--- config.mk ---
export PLATFORM = sky130hd
export DESIGN_NAME = fps_regs
export DESIGN_NICKNAME = d
export VERILOG_FILES = /design/src/rtl/fps_pkg.sv /design/src/rtl/fps_regs.sv
export VERILOG_INCLUDE_DIRS = /design/src /design/src/rtl
export SDC_FILE = /design/constraint.sdc
export NUM_CORES = 1
export LEC_CHECK = 0
export BUFFER_PORTS_ARGS = -buffer_cell sky130_fd_sc_hd__buf_4
export CAP_MARGIN = 20
export CORE_MARGIN = 10
export CORE_UTILIZATION = 30
export DETAILED_ROUTE_END_ITERATION = 10
export PLACE_DENSITY = 0.69
export SKIP_CTS_REPAIR_TIMING = 1
export SLEW_MARGIN = 0
export SYNTH_ARGS = -nofsm -noshare
export SYNTH_HDL_FRONTEND = slang
export SYNTH_SLANG_ARGS = --single-unit
--- constraint.sdc ---
create_clock -name clk -period 1.15 [get_ports clk]
set_clock_uncertainty 0.05 [all_clocks]
set_input_delay 0.115 -clock clk [delete_from_list [all_inputs] [get_ports clk]]
set_output_delay 0.115 -clock clk [all_outputs]
set_load 0.1 [all_outputs]
--- src/rtl/fps_cfg.svh ---
// Purpose: offsets, field positions and reset values of the flash protect/status block
// Assumes: 32-bit APB, each register on its own aligned word
// Notes: printed offsets are odd, so each is kept as an index, byte address = 4 * index
`ifndef FPS_CFG_SVH
`define FPS_CFG_SVH

// register indices and their byte addresses
`define FPS_IDX_PROTECT 24'hff0662
`define FPS_IDX_STATUS 24'hff0663
`define FPS_IDX_CTRL 24'hff0664
`define FPS_ADDR_PROTECT 32'h03fc1988
`define FPS_ADDR_STATUS 32'h03fc198c
`define FPS_ADDR_CTRL 32'h03fc1990

// protect register fields
`define FPS_PR_A 0
`define FPS_PR_B 1
`define FPS_PR_RESET 2'h0

// status register fields
`define FPS_ST_RDY 0
`define FPS_ST_RSV1 1
`define FPS_ST_RSV2 2
`define FPS_ST_PERR 3
`define FPS_ST_SUSP 4
`define FPS_ST_EERR 5
`define FPS_ST_BIRQ 6
`define FPS_ST_RIRQ 7

// control register fields
`define FPS_CT_CMDEN 0
`define FPS_CT_RIE 1
`define FPS_CT_BIE 2
`define FPS_CT_RESET 3'h0

`define FPS_ZERO32 32'h00000000
`endif

--- src/rtl/fps_pkg.sv ---
// Purpose: types shared by the flash protect/status block
// Assumes: nothing beyond the cfg header
// Notes: flash engine events travel as one packed struct
package fps_pkg;
    // events reported by the program/erase engine
    typedef struct packed {
        logic ready;       // flash ready level (1 ready, 0 busy)
        logic suspend;     // erase-suspend in use
        logic prog_fail;   // program or lock-bit program failed, pulse
        logic erase_fail;  // erase failed or blank check not blank, pulse
        logic clear_stat;  // clear-status command issued, pulse
        logic rom_access;  // user rom area accessed, pulse
    } fps_eng_t;

    // command request toward a data flash area
    typedef struct packed {
        logic valid;       // command present
        logic area_b;      // 1 area b, 0 area a
    } fps_cmd_t;
endpackage

--- src/rtl/fps_regs.sv ---
// Purpose: data flash protect and flash status registers behind APB
// Assumes: engine inputs come from logic on clk; one clock, async high reset
// Notes: a control word holds command enable and the two interrupt enables
// Notes: read data is latched in the setup cycle and stands through the access
`include "fps_cfg.svh"
`timescale 1ns/1ps

module fps_regs
(
    input wire logic clk,                   // 200 MHz system clock
    input wire logic rst,                   // async reset, active high
    input wire logic psel,                  // apb select
    input wire logic penable,               // apb access phase
    input wire logic pwrite,                // apb direction
    input wire logic [31:0] paddr,          // apb byte address
    input wire logic [31:0] pwdata,         // apb write data
    output logic [31:0] prdata,             // apb read data, registered
    output logic pready,                    // apb ready, always high
    output logic pslverr,                   // apb error on unmapped address
    input wire fps_pkg::fps_eng_t eng,      // engine events
    input wire fps_pkg::fps_cmd_t cmd_in,   // software command request
    output logic cmd_accept,                // command allowed to proceed
    output logic cmd_refuse,                // command refused by protection
    output logic sw_command_enable,         // command enable level
    output logic flash_irq                  // flash interrupt request level
);
    import fps_pkg::*;

    // ==========================================================
    // state
    logic area_a_protect, area_b_protect;
    logic ready_irq_flag, busy_read_irq_flag;
    logic erase_blank_error, program_error;
    logic ready_irq_enable, busy_read_irq_enable;
    logic ready_q, rirq_seen, birq_seen;
    logic next_area_a_protect, next_area_b_protect;
    logic next_ready_irq_flag, next_busy_read_irq_flag;
    logic next_erase_blank_error, next_program_error;
    logic next_sw_command_enable, next_ready_irq_enable, next_busy_read_irq_enable;
    logic next_rirq_seen, next_birq_seen;
    logic [31:0] next_prdata;
    logic wr, rd, hit_pr, hit_st, hit_ct, cmden_rise;
    logic [7:0] status_word;
    logic rd_setup; // setup cycle of a read

    // ==========================================================
    // bus decode; zero wait states keep the master simple
    assign pready = 1'b1;
    assign wr = psel & penable & pwrite;
    assign rd = psel & penable & ~pwrite;
    assign rd_setup = psel & ~penable & ~pwrite;
    assign hit_pr = (paddr == `FPS_ADDR_PROTECT);
    assign hit_st = (paddr == `FPS_ADDR_STATUS);
    assign hit_ct = (paddr == `FPS_ADDR_CTRL);
    assign pslverr = psel & penable & ~(hit_pr | hit_st | hit_ct);

    // status image as software sees it
    always_comb
    begin
        status_word = 8'h00;
        status_word[`FPS_ST_RDY] = eng.ready;
        status_word[`FPS_ST_RSV1] = eng.ready;
        status_word[`FPS_ST_RSV2] = 1'b0;
        status_word[`FPS_ST_PERR] = program_error;
        status_word[`FPS_ST_SUSP] = eng.suspend;
        status_word[`FPS_ST_EERR] = erase_blank_error;
        status_word[`FPS_ST_BIRQ] = busy_read_irq_flag;
        status_word[`FPS_ST_RIRQ] = ready_irq_flag;
    end

    // ==========================================================
    // protection gate on commands
    // a refused command is simply not passed on; nothing about it is latched
    assign cmd_refuse = cmd_in.valid & (cmd_in.area_b ? area_b_protect : area_a_protect);
    assign cmd_accept = cmd_in.valid & ~cmd_refuse;
    assign flash_irq = (ready_irq_flag & ready_irq_enable)
                     | (busy_read_irq_flag & busy_read_irq_enable);

    // ==========================================================
    // control group; a command enable rise also drops both interrupt enables
    assign cmden_rise = wr & hit_ct & pwdata[`FPS_CT_CMDEN] & ~sw_command_enable;
    always_comb
    begin
        next_sw_command_enable = sw_command_enable;
        next_ready_irq_enable = ready_irq_enable;
        next_busy_read_irq_enable = busy_read_irq_enable;
        if (wr && hit_ct)
        begin
            next_sw_command_enable = pwdata[`FPS_CT_CMDEN];
            next_ready_irq_enable = pwdata[`FPS_CT_RIE];
            next_busy_read_irq_enable = pwdata[`FPS_CT_BIE];
        end
        // software must set the enables again after each rise
        if (cmden_rise)
        begin
            next_ready_irq_enable = 1'b0;
            next_busy_read_irq_enable = 1'b0;
        end
    end

    // control registers
    always_ff @(posedge clk or posedge rst)
    begin
        if (rst)
        begin
            sw_command_enable <= 1'b0;
            ready_irq_enable <= 1'b0;
            busy_read_irq_enable <= 1'b0;
        end
        else
        begin
            sw_command_enable <= next_sw_command_enable;
            ready_irq_enable <= next_ready_irq_enable;
            busy_read_irq_enable <= next_busy_read_irq_enable;
        end
    end

    // ==========================================================
    // protect group; bits 7 to 2 are not stored, so they always read zero
    always_comb
    begin
        next_area_a_protect = area_a_protect;
        next_area_b_protect = area_b_protect;
        if (wr && hit_pr)
        begin
            next_area_a_protect = pwdata[`FPS_PR_A];
            next_area_b_protect = pwdata[`FPS_PR_B];
        end
        // forced set wins, so a write cannot leave an area open across a rise
        if (cmden_rise)
        begin
            next_area_a_protect = 1'b1;
            next_area_b_protect = 1'b1;
        end
    end

    // protect registers; both areas open after reset
    always_ff @(posedge clk or posedge rst)
    begin
        if (rst)
        begin
            area_a_protect <= 1'b0;
            area_b_protect <= 1'b0;
        end
        else
        begin
            area_a_protect <= next_area_a_protect;
            area_b_protect <= next_area_b_protect;
        end
    end

    // ==========================================================
    // interrupt flag group; the arm copies the bit exactly as software read it,
    // so a flag set between setup and access cannot be cleared unseen
    always_comb
    begin
        next_ready_irq_flag = ready_irq_flag;
        next_busy_read_irq_flag = busy_read_irq_flag;
        next_rirq_seen = rirq_seen;
        next_birq_seen = birq_seen;
        if (rd && hit_st)
        begin
            next_rirq_seen = prdata[`FPS_ST_RIRQ];
            next_birq_seen = prdata[`FPS_ST_BIRQ];
        end
        // any status write uses up both arms; ones written are ignored
        if (wr && hit_st)
        begin
            if (!pwdata[`FPS_ST_RIRQ] && rirq_seen)
            begin
                next_ready_irq_flag = 1'b0;
            end
            if (!pwdata[`FPS_ST_BIRQ] && birq_seen)
            begin
                next_busy_read_irq_flag = 1'b0;
            end
            next_rirq_seen = 1'b0;
            next_birq_seen = 1'b0;
        end
        // hardware sets come last so they win over a clear in the same cycle
        if (eng.ready && !ready_q)
        begin
            next_ready_irq_flag = 1'b1;
        end
        if (eng.rom_access && !eng.ready)
        begin
            next_busy_read_irq_flag = 1'b1;
        end
    end

    // flag registers; ready_q resets to ready so no false edge at release
    always_ff @(posedge clk or posedge rst)
    begin
        if (rst)
        begin
            ready_irq_flag <= 1'b0;
            busy_read_irq_flag <= 1'b0;
            rirq_seen <= 1'b0;
            birq_seen <= 1'b0;
            ready_q <= 1'b1;
        end
        else
        begin
            ready_irq_flag <= next_ready_irq_flag;
            busy_read_irq_flag <= next_busy_read_irq_flag;
            rirq_seen <= next_rirq_seen;
            birq_seen <= next_birq_seen;
            ready_q <= eng.ready;
        end
    end

    // ==========================================================
    // error group; clear-status first, so a failure in the same cycle stays
    always_comb
    begin
        next_erase_blank_error = erase_blank_error;
        next_program_error = program_error;
        if (eng.clear_stat)
        begin
            next_erase_blank_error = 1'b0;
            next_program_error = 1'b0;
        end
        if (eng.erase_fail)
        begin
            next_erase_blank_error = 1'b1;
        end
        if (eng.prog_fail)
        begin
            next_program_error = 1'b1;
        end
    end

    // error registers; no error is pending after reset
    always_ff @(posedge clk or posedge rst)
    begin
        if (rst)
        begin
            erase_blank_error <= 1'b0;
            program_error <= 1'b0;
        end
        else
        begin
            erase_blank_error <= next_erase_blank_error;
            program_error <= next_program_error;
        end
    end

    // ==========================================================
    // read data group; latched at the end of the setup cycle so that it
    // stands through the whole access cycle, when the master takes it;
    // the cost is one register stage, bought back by zero wait states
    always_comb
    begin
        next_prdata = `FPS_ZERO32;
        if (rd_setup)
        begin
            if (hit_pr)
            begin
                next_prdata[`FPS_PR_A] = area_a_protect;
                next_prdata[`FPS_PR_B] = area_b_protect;
            end
            else if (hit_st)
            begin
                next_prdata[`FPS_ST_RIRQ:`FPS_ST_RDY] = status_word;
            end
            else if (hit_ct)
            begin
                next_prdata[`FPS_CT_CMDEN] = sw_command_enable;
                next_prdata[`FPS_CT_RIE] = ready_irq_enable;
                next_prdata[`FPS_CT_BIE] = busy_read_irq_enable;
            end
        end
    end

    // read data register; zero outside a read so stale data never leaks
    always_ff @(posedge clk or posedge rst)
    begin
        if (rst)
        begin
            prdata <= `FPS_ZERO32;
        end
        else
        begin
            prdata <= next_prdata;
        end
    end
endmodule

### Yosys cells after proc, flatten, opt, wreduce, memory -nomap -nowiden

Index checks and enable logic that the tools add are counted.

| word-level totals | value |
|---|---|
| bits in registers | 20 |
| output and inout bits | 38 |

| cells by class | value |
|---|---|
| equal/unequal tests | 3 |
| muxes and demuxes | 28 |
| bitwise operators | 21 |
| reductions and logical operators | 23 |

Operators with widths:

| operator | number |
|---|---|
| == test 32 x 26 -> 1 bit, second input constant | 3 |
| 2-to-1 mux 1 bit | 22 |
| nonzero test 2 bit | 9 |
| AND 1 bit | 13 |
| logical AND 1 bit | 8 |
| 2-to-1 mux 8 bit | 1 |
| 2-to-1 mux 3 bit | 2 |
| 2-to-1 mux 6 bit | 1 |
| 2-to-1 mux 5 bit | 1 |
| inverter 1 bit | 5 |
| zero test 1 bit | 4 |
| AND reduction 2 bit | 2 |
| bitwise OR 1 bit | 3 |
| 2-to-1 mux 2 bit | 1 |

### Logic depth before layout (Yosys ltp)

| logic depth | value |
|---|---|
| depth after elaboration | 6 |
| mapped depth | 5 |

### Least setup slack after synthesis

OpenSTA, ideal clock, no wires.

| timing path | value |
|---|---|
| path type | input-to-output |
| start | in paddr[26] |
| end | out pslverr |
| data arrival time | 2.056 ns |
| slack | -1.071 ns |
| cell stages on the path | 4 |
| path buffers | 0 |
| path through | and4bb_2 -> nand4_4 -> nor2_1 -> a21oi_1 |

| on the way | value |
|---|---|
| word-level cells in the longest chain between the ends | 5 |
| elaborated cells between the ends (all ways) | 7 |
| those cells by class | 3 x eq/ne; 4 x bitwise |

RTL lines:

| item | RTL line | text |
|---|---|---|
| start, declared | fps_regs.sv:15 | `input wire logic [31:0] paddr,` |
| == test 32 x 26 -> 1 bit (no line) | n/a |  |
| bitwise OR 1 bit | fps_regs.sv:55 | `assign pslverr = psel & penable & ~(hit_pr \| hit_st \| hit_ct);` |
| bitwise OR 1 bit (*) | fps_regs.sv:55 |  |
| inverter 1 bit (*) | fps_regs.sv:55 |  |
| AND 1 bit (*) | fps_regs.sv:55 |  |
| end, declared | fps_regs.sv:19 | `output logic pslverr,` |

Every way passes the cells marked *; elsewhere a longest branch is shown, timed or not.

### Worst setup path in the final report

| timing path | value |
|---|---|
| start | in paddr[6] |
| end | out pslverr |

The elaborated chain is that of the path after synthesis.

==> impl_metrics.py <==
metrics = {
    "run_status": {
        "violations": "setup timing",
        "status": "finished with violations",
    },
    "critical_path": {
        "r2r_slack_ns": -0.12,
        "endpoint_kind": "output port",
        "reg2reg_from": "sw_command_enable",
        "startpoint_type": "input port",
        "crit_slowest_cell": "nor4b_4",
        "worst-endpoint-required_ns": 0.99,
        "cp_max_fo": 4,
        "critical_path.cell_chain": "buf_6, nor4b_4, nand4_1, nor2_2, a21oi_4, buf_12",
        "slowest_delay_ns": 0.28,
        "critPathArrivalTime_ns": 1.30,
        "path_buf_inv": 2,
        "cpLargestDelayFamily": "simple AND/OR/NAND/NOR gates",
        "critPathKind": "in2out",
        "timing.rr.end": "area_b_protect",
        "ff2ff_path_depth": 4,
    },
    "pwr": {
        "total_power_uw": 1954,
        "p_leak_uw": 0.001121,
        "peakVddDrop_mv": 0.4310,
        "p_per_area_nw_per_um2": 872.9,
    },
    "detailed_routing": {
        "drt_pass1_iterations": 4,
        "drt_wl_total_mm": 4.048,
        "drc": 0,
        "drtIter0Drc": 47,
        "viasPerCell": 4.360,
        "wl_met2_mm": 2.245,
        "ant_nets": 0,
        "top_layer": "met4",
        "drt-wirelength-per-cell_um": 15.16,
        "routedLengthMet1_mm": 1.592,
        "vias": 1164,
        "route.met3.wl_um": 187,
    },
    "finish": {
        "drive_gt1_frac": 0.5806,
        "mostFrequentLayoutCell": "buf_4",
        "num-fill-cells": 399,
        "antenna_cells": 0,
        "final_cell_mix": "buf_4 (70), conb_1 (25), dfrtp_1 (16)",
        "design_area_um2": 2238,
        "nets": 295,
        "areaGrowthSynthToFinish_pct": 72.19,
    },
    "floorplan": {
        "die_h_um": 85.83,
        "dieWidth_um": 85.83,
        "rows": 23,
        "pin_count": 115,
        "core_area_um2": 4086,
        "start_util": 0.3181,
        "dieArea_um2": 7366,
    },
    "yosys": {
        "yosysWarnings": 0,
        "syn_area_per_cell_um2": 10.40,
        "ys_seq_area_frac": 0.3859,
        "synth_edf_count": 0,
        "ys_types": 37,
        "synth_area_um2": 1300,
        "synth-main-ff-cell": "dfrtp_1",
        "async_reset_ff_frac": 1.000,
        "synth-seq-cells": 20,
        "syn_inst": 125,
    },
    "timing": {
        "rsz0062_at_grt": "yes",
        "setup_viol": 20,
        "setup_ws_ns": -0.3148,
        "hold_violations": 0,
        "drv_slew": 0,
        "fmax_mhz": 682.7,
        "period_share": 1.274,
        "layout_min_cycle_time_ns": 1.465,
        "tns_ns": -2.755,
    },
    "worst_hold_path": {
        "min_from": "eng[4]",
        "min_to": "prdata[4]",
        "hp-class": "in2reg",
        "hold_depth": 2,
    },
    "global_route": {
        "grt_pass1_vias": 1249,
        "gr-usage-all-layers": 0.09744,
        "antenna_found_initial": 0,
        "grt_max_degree": 21,
        "grt_pass1_wl_mm": 5.940,
        "gr-total-overflow": 0,
    },
    "clock_network": {
        "cts_max_level": 1,
        "cts_tree": "done",
        "root_buffer": "clkbuf_8",
        "clk_pin_slew_ns": 0.07,
        "cts_sinks": 20,
        "clk_latency_ns": 0.25,
        "clockBufferDepth": 2,
        "numCtsBuffers": 3,
    },
    "place": {
        "placed_area_um2": 1981,
        "place_hpwl_mm": 3.292,
        "gp_congestion": 0.8356,
        "portBuffers": 62,
    },
    "run": {
        "drv_cap": 0,
    },
}
-- routing by layer --
layer  up-vias  GRT usage
met3         4    0.02554
met1       554     0.1035
li1        576          -
met2        30     0.1853
met5         -          0
met4         0    0.02246
-- cells by family after synthesis --
group / share of synthesized area
compound gates: 0.06736
buf+inv: 0.1732
flops: 0.3860
mux: 0.06737
other cells: 0.005777
simple gates: 0.3003
-- through the flow --
stage / utilization / cells / worst slack, ns / hold slack [ns]
5_1_grt: 0.5478 / 267 / -0.3688 / 0.03394
6_report: 0.5478 / 267 / -0.3148 / 0.03256
2_1_floorplan: - / 148 / -0.3063 / 0.02797
4_1_cts: 0.4982 / 261 / -0.4027 / -0.1664
3_3_place_gp: 0.4847 / 257 / -0.4269 / 0.1212
3_5_place_dp: 0.4847 / 257 / -0.4341 / 0.1141
-- synth_stat cells, types with 3 or more instances --
master    count  share of area
and4b_1       3          0.023
buf_4        25           0.14
o22ai_1       3          0.014
dfrtp_1      19           0.37
mux2i_1       5          0.039
inv_1         7          0.020
nor4b_2       4          0.046
nand3_1       3          0.012
nand2_1       5          0.014
nor2b_1       4          0.019
nor2_1        3         0.0087
and2_1        6          0.029
nand2b_1      4          0.019
-- worst max path at each step --
| stage | from | to | slack (ns) | cells past startpoint |
|---|---|---|---|---|
| 5_1_grt | paddr[14] | area_a_protect | -0.37 | 6 |
| 3_5_place_dp | paddr[0] | area_a_protect | -0.43 | 5 |
| 4_1_cts | paddr[0] | pslverr | -0.40 | 6 |
| 3_3_place_gp | paddr[0] | area_a_protect | -0.43 | 5 |
| 6_report | paddr[6] | pslverr | -0.31 | 6 |
| 2_1_floorplan | paddr[2] | sw_command_enable | -0.31 | 4 |
-- flip-flops by register name, indices dropped and copies added, names as in the netlist --
signal,flops
prdata,8
area_a_protect,1
area_b_protect,1
birq_seen,1
busy_read_irq_enable,1
busy_read_irq_flag,1
erase_blank_error,1
program_error,1
ready_irq_enable,1
ready_irq_flag,1
ready_q,1
rirq_seen,1
sw_command_enable,1
-- worst reg2reg max path: stages, from the launching register on --
cell,delay [ns]
dfrtp_4,0.49
nand2b_4,0.15
o22a_2,0.21
nor4_2,0.16
o22a_1,0.16
-- where the power goes --
part	switching, uW	internal [uW]	total, uW
Combinational	496	210	706
Sequential	3.00	711	714
Clock	230	305	534
-- layout make-up --
class | instances | area, um^2 | share of cell area
tap | 50 | 62.56 | 0.02795
sequential | 20 | 508.0 | 0.2269
multi-input combinational | 95 | 785.8 | 0.3510
clock buffer | 4 | 55.05 | 0.02459
inverter | 7 | 26.28 | 0.01174
timing repair buffer | 91 | 800.8 | 0.3577
Note: power is estimated with default switching activity, not from simulation.
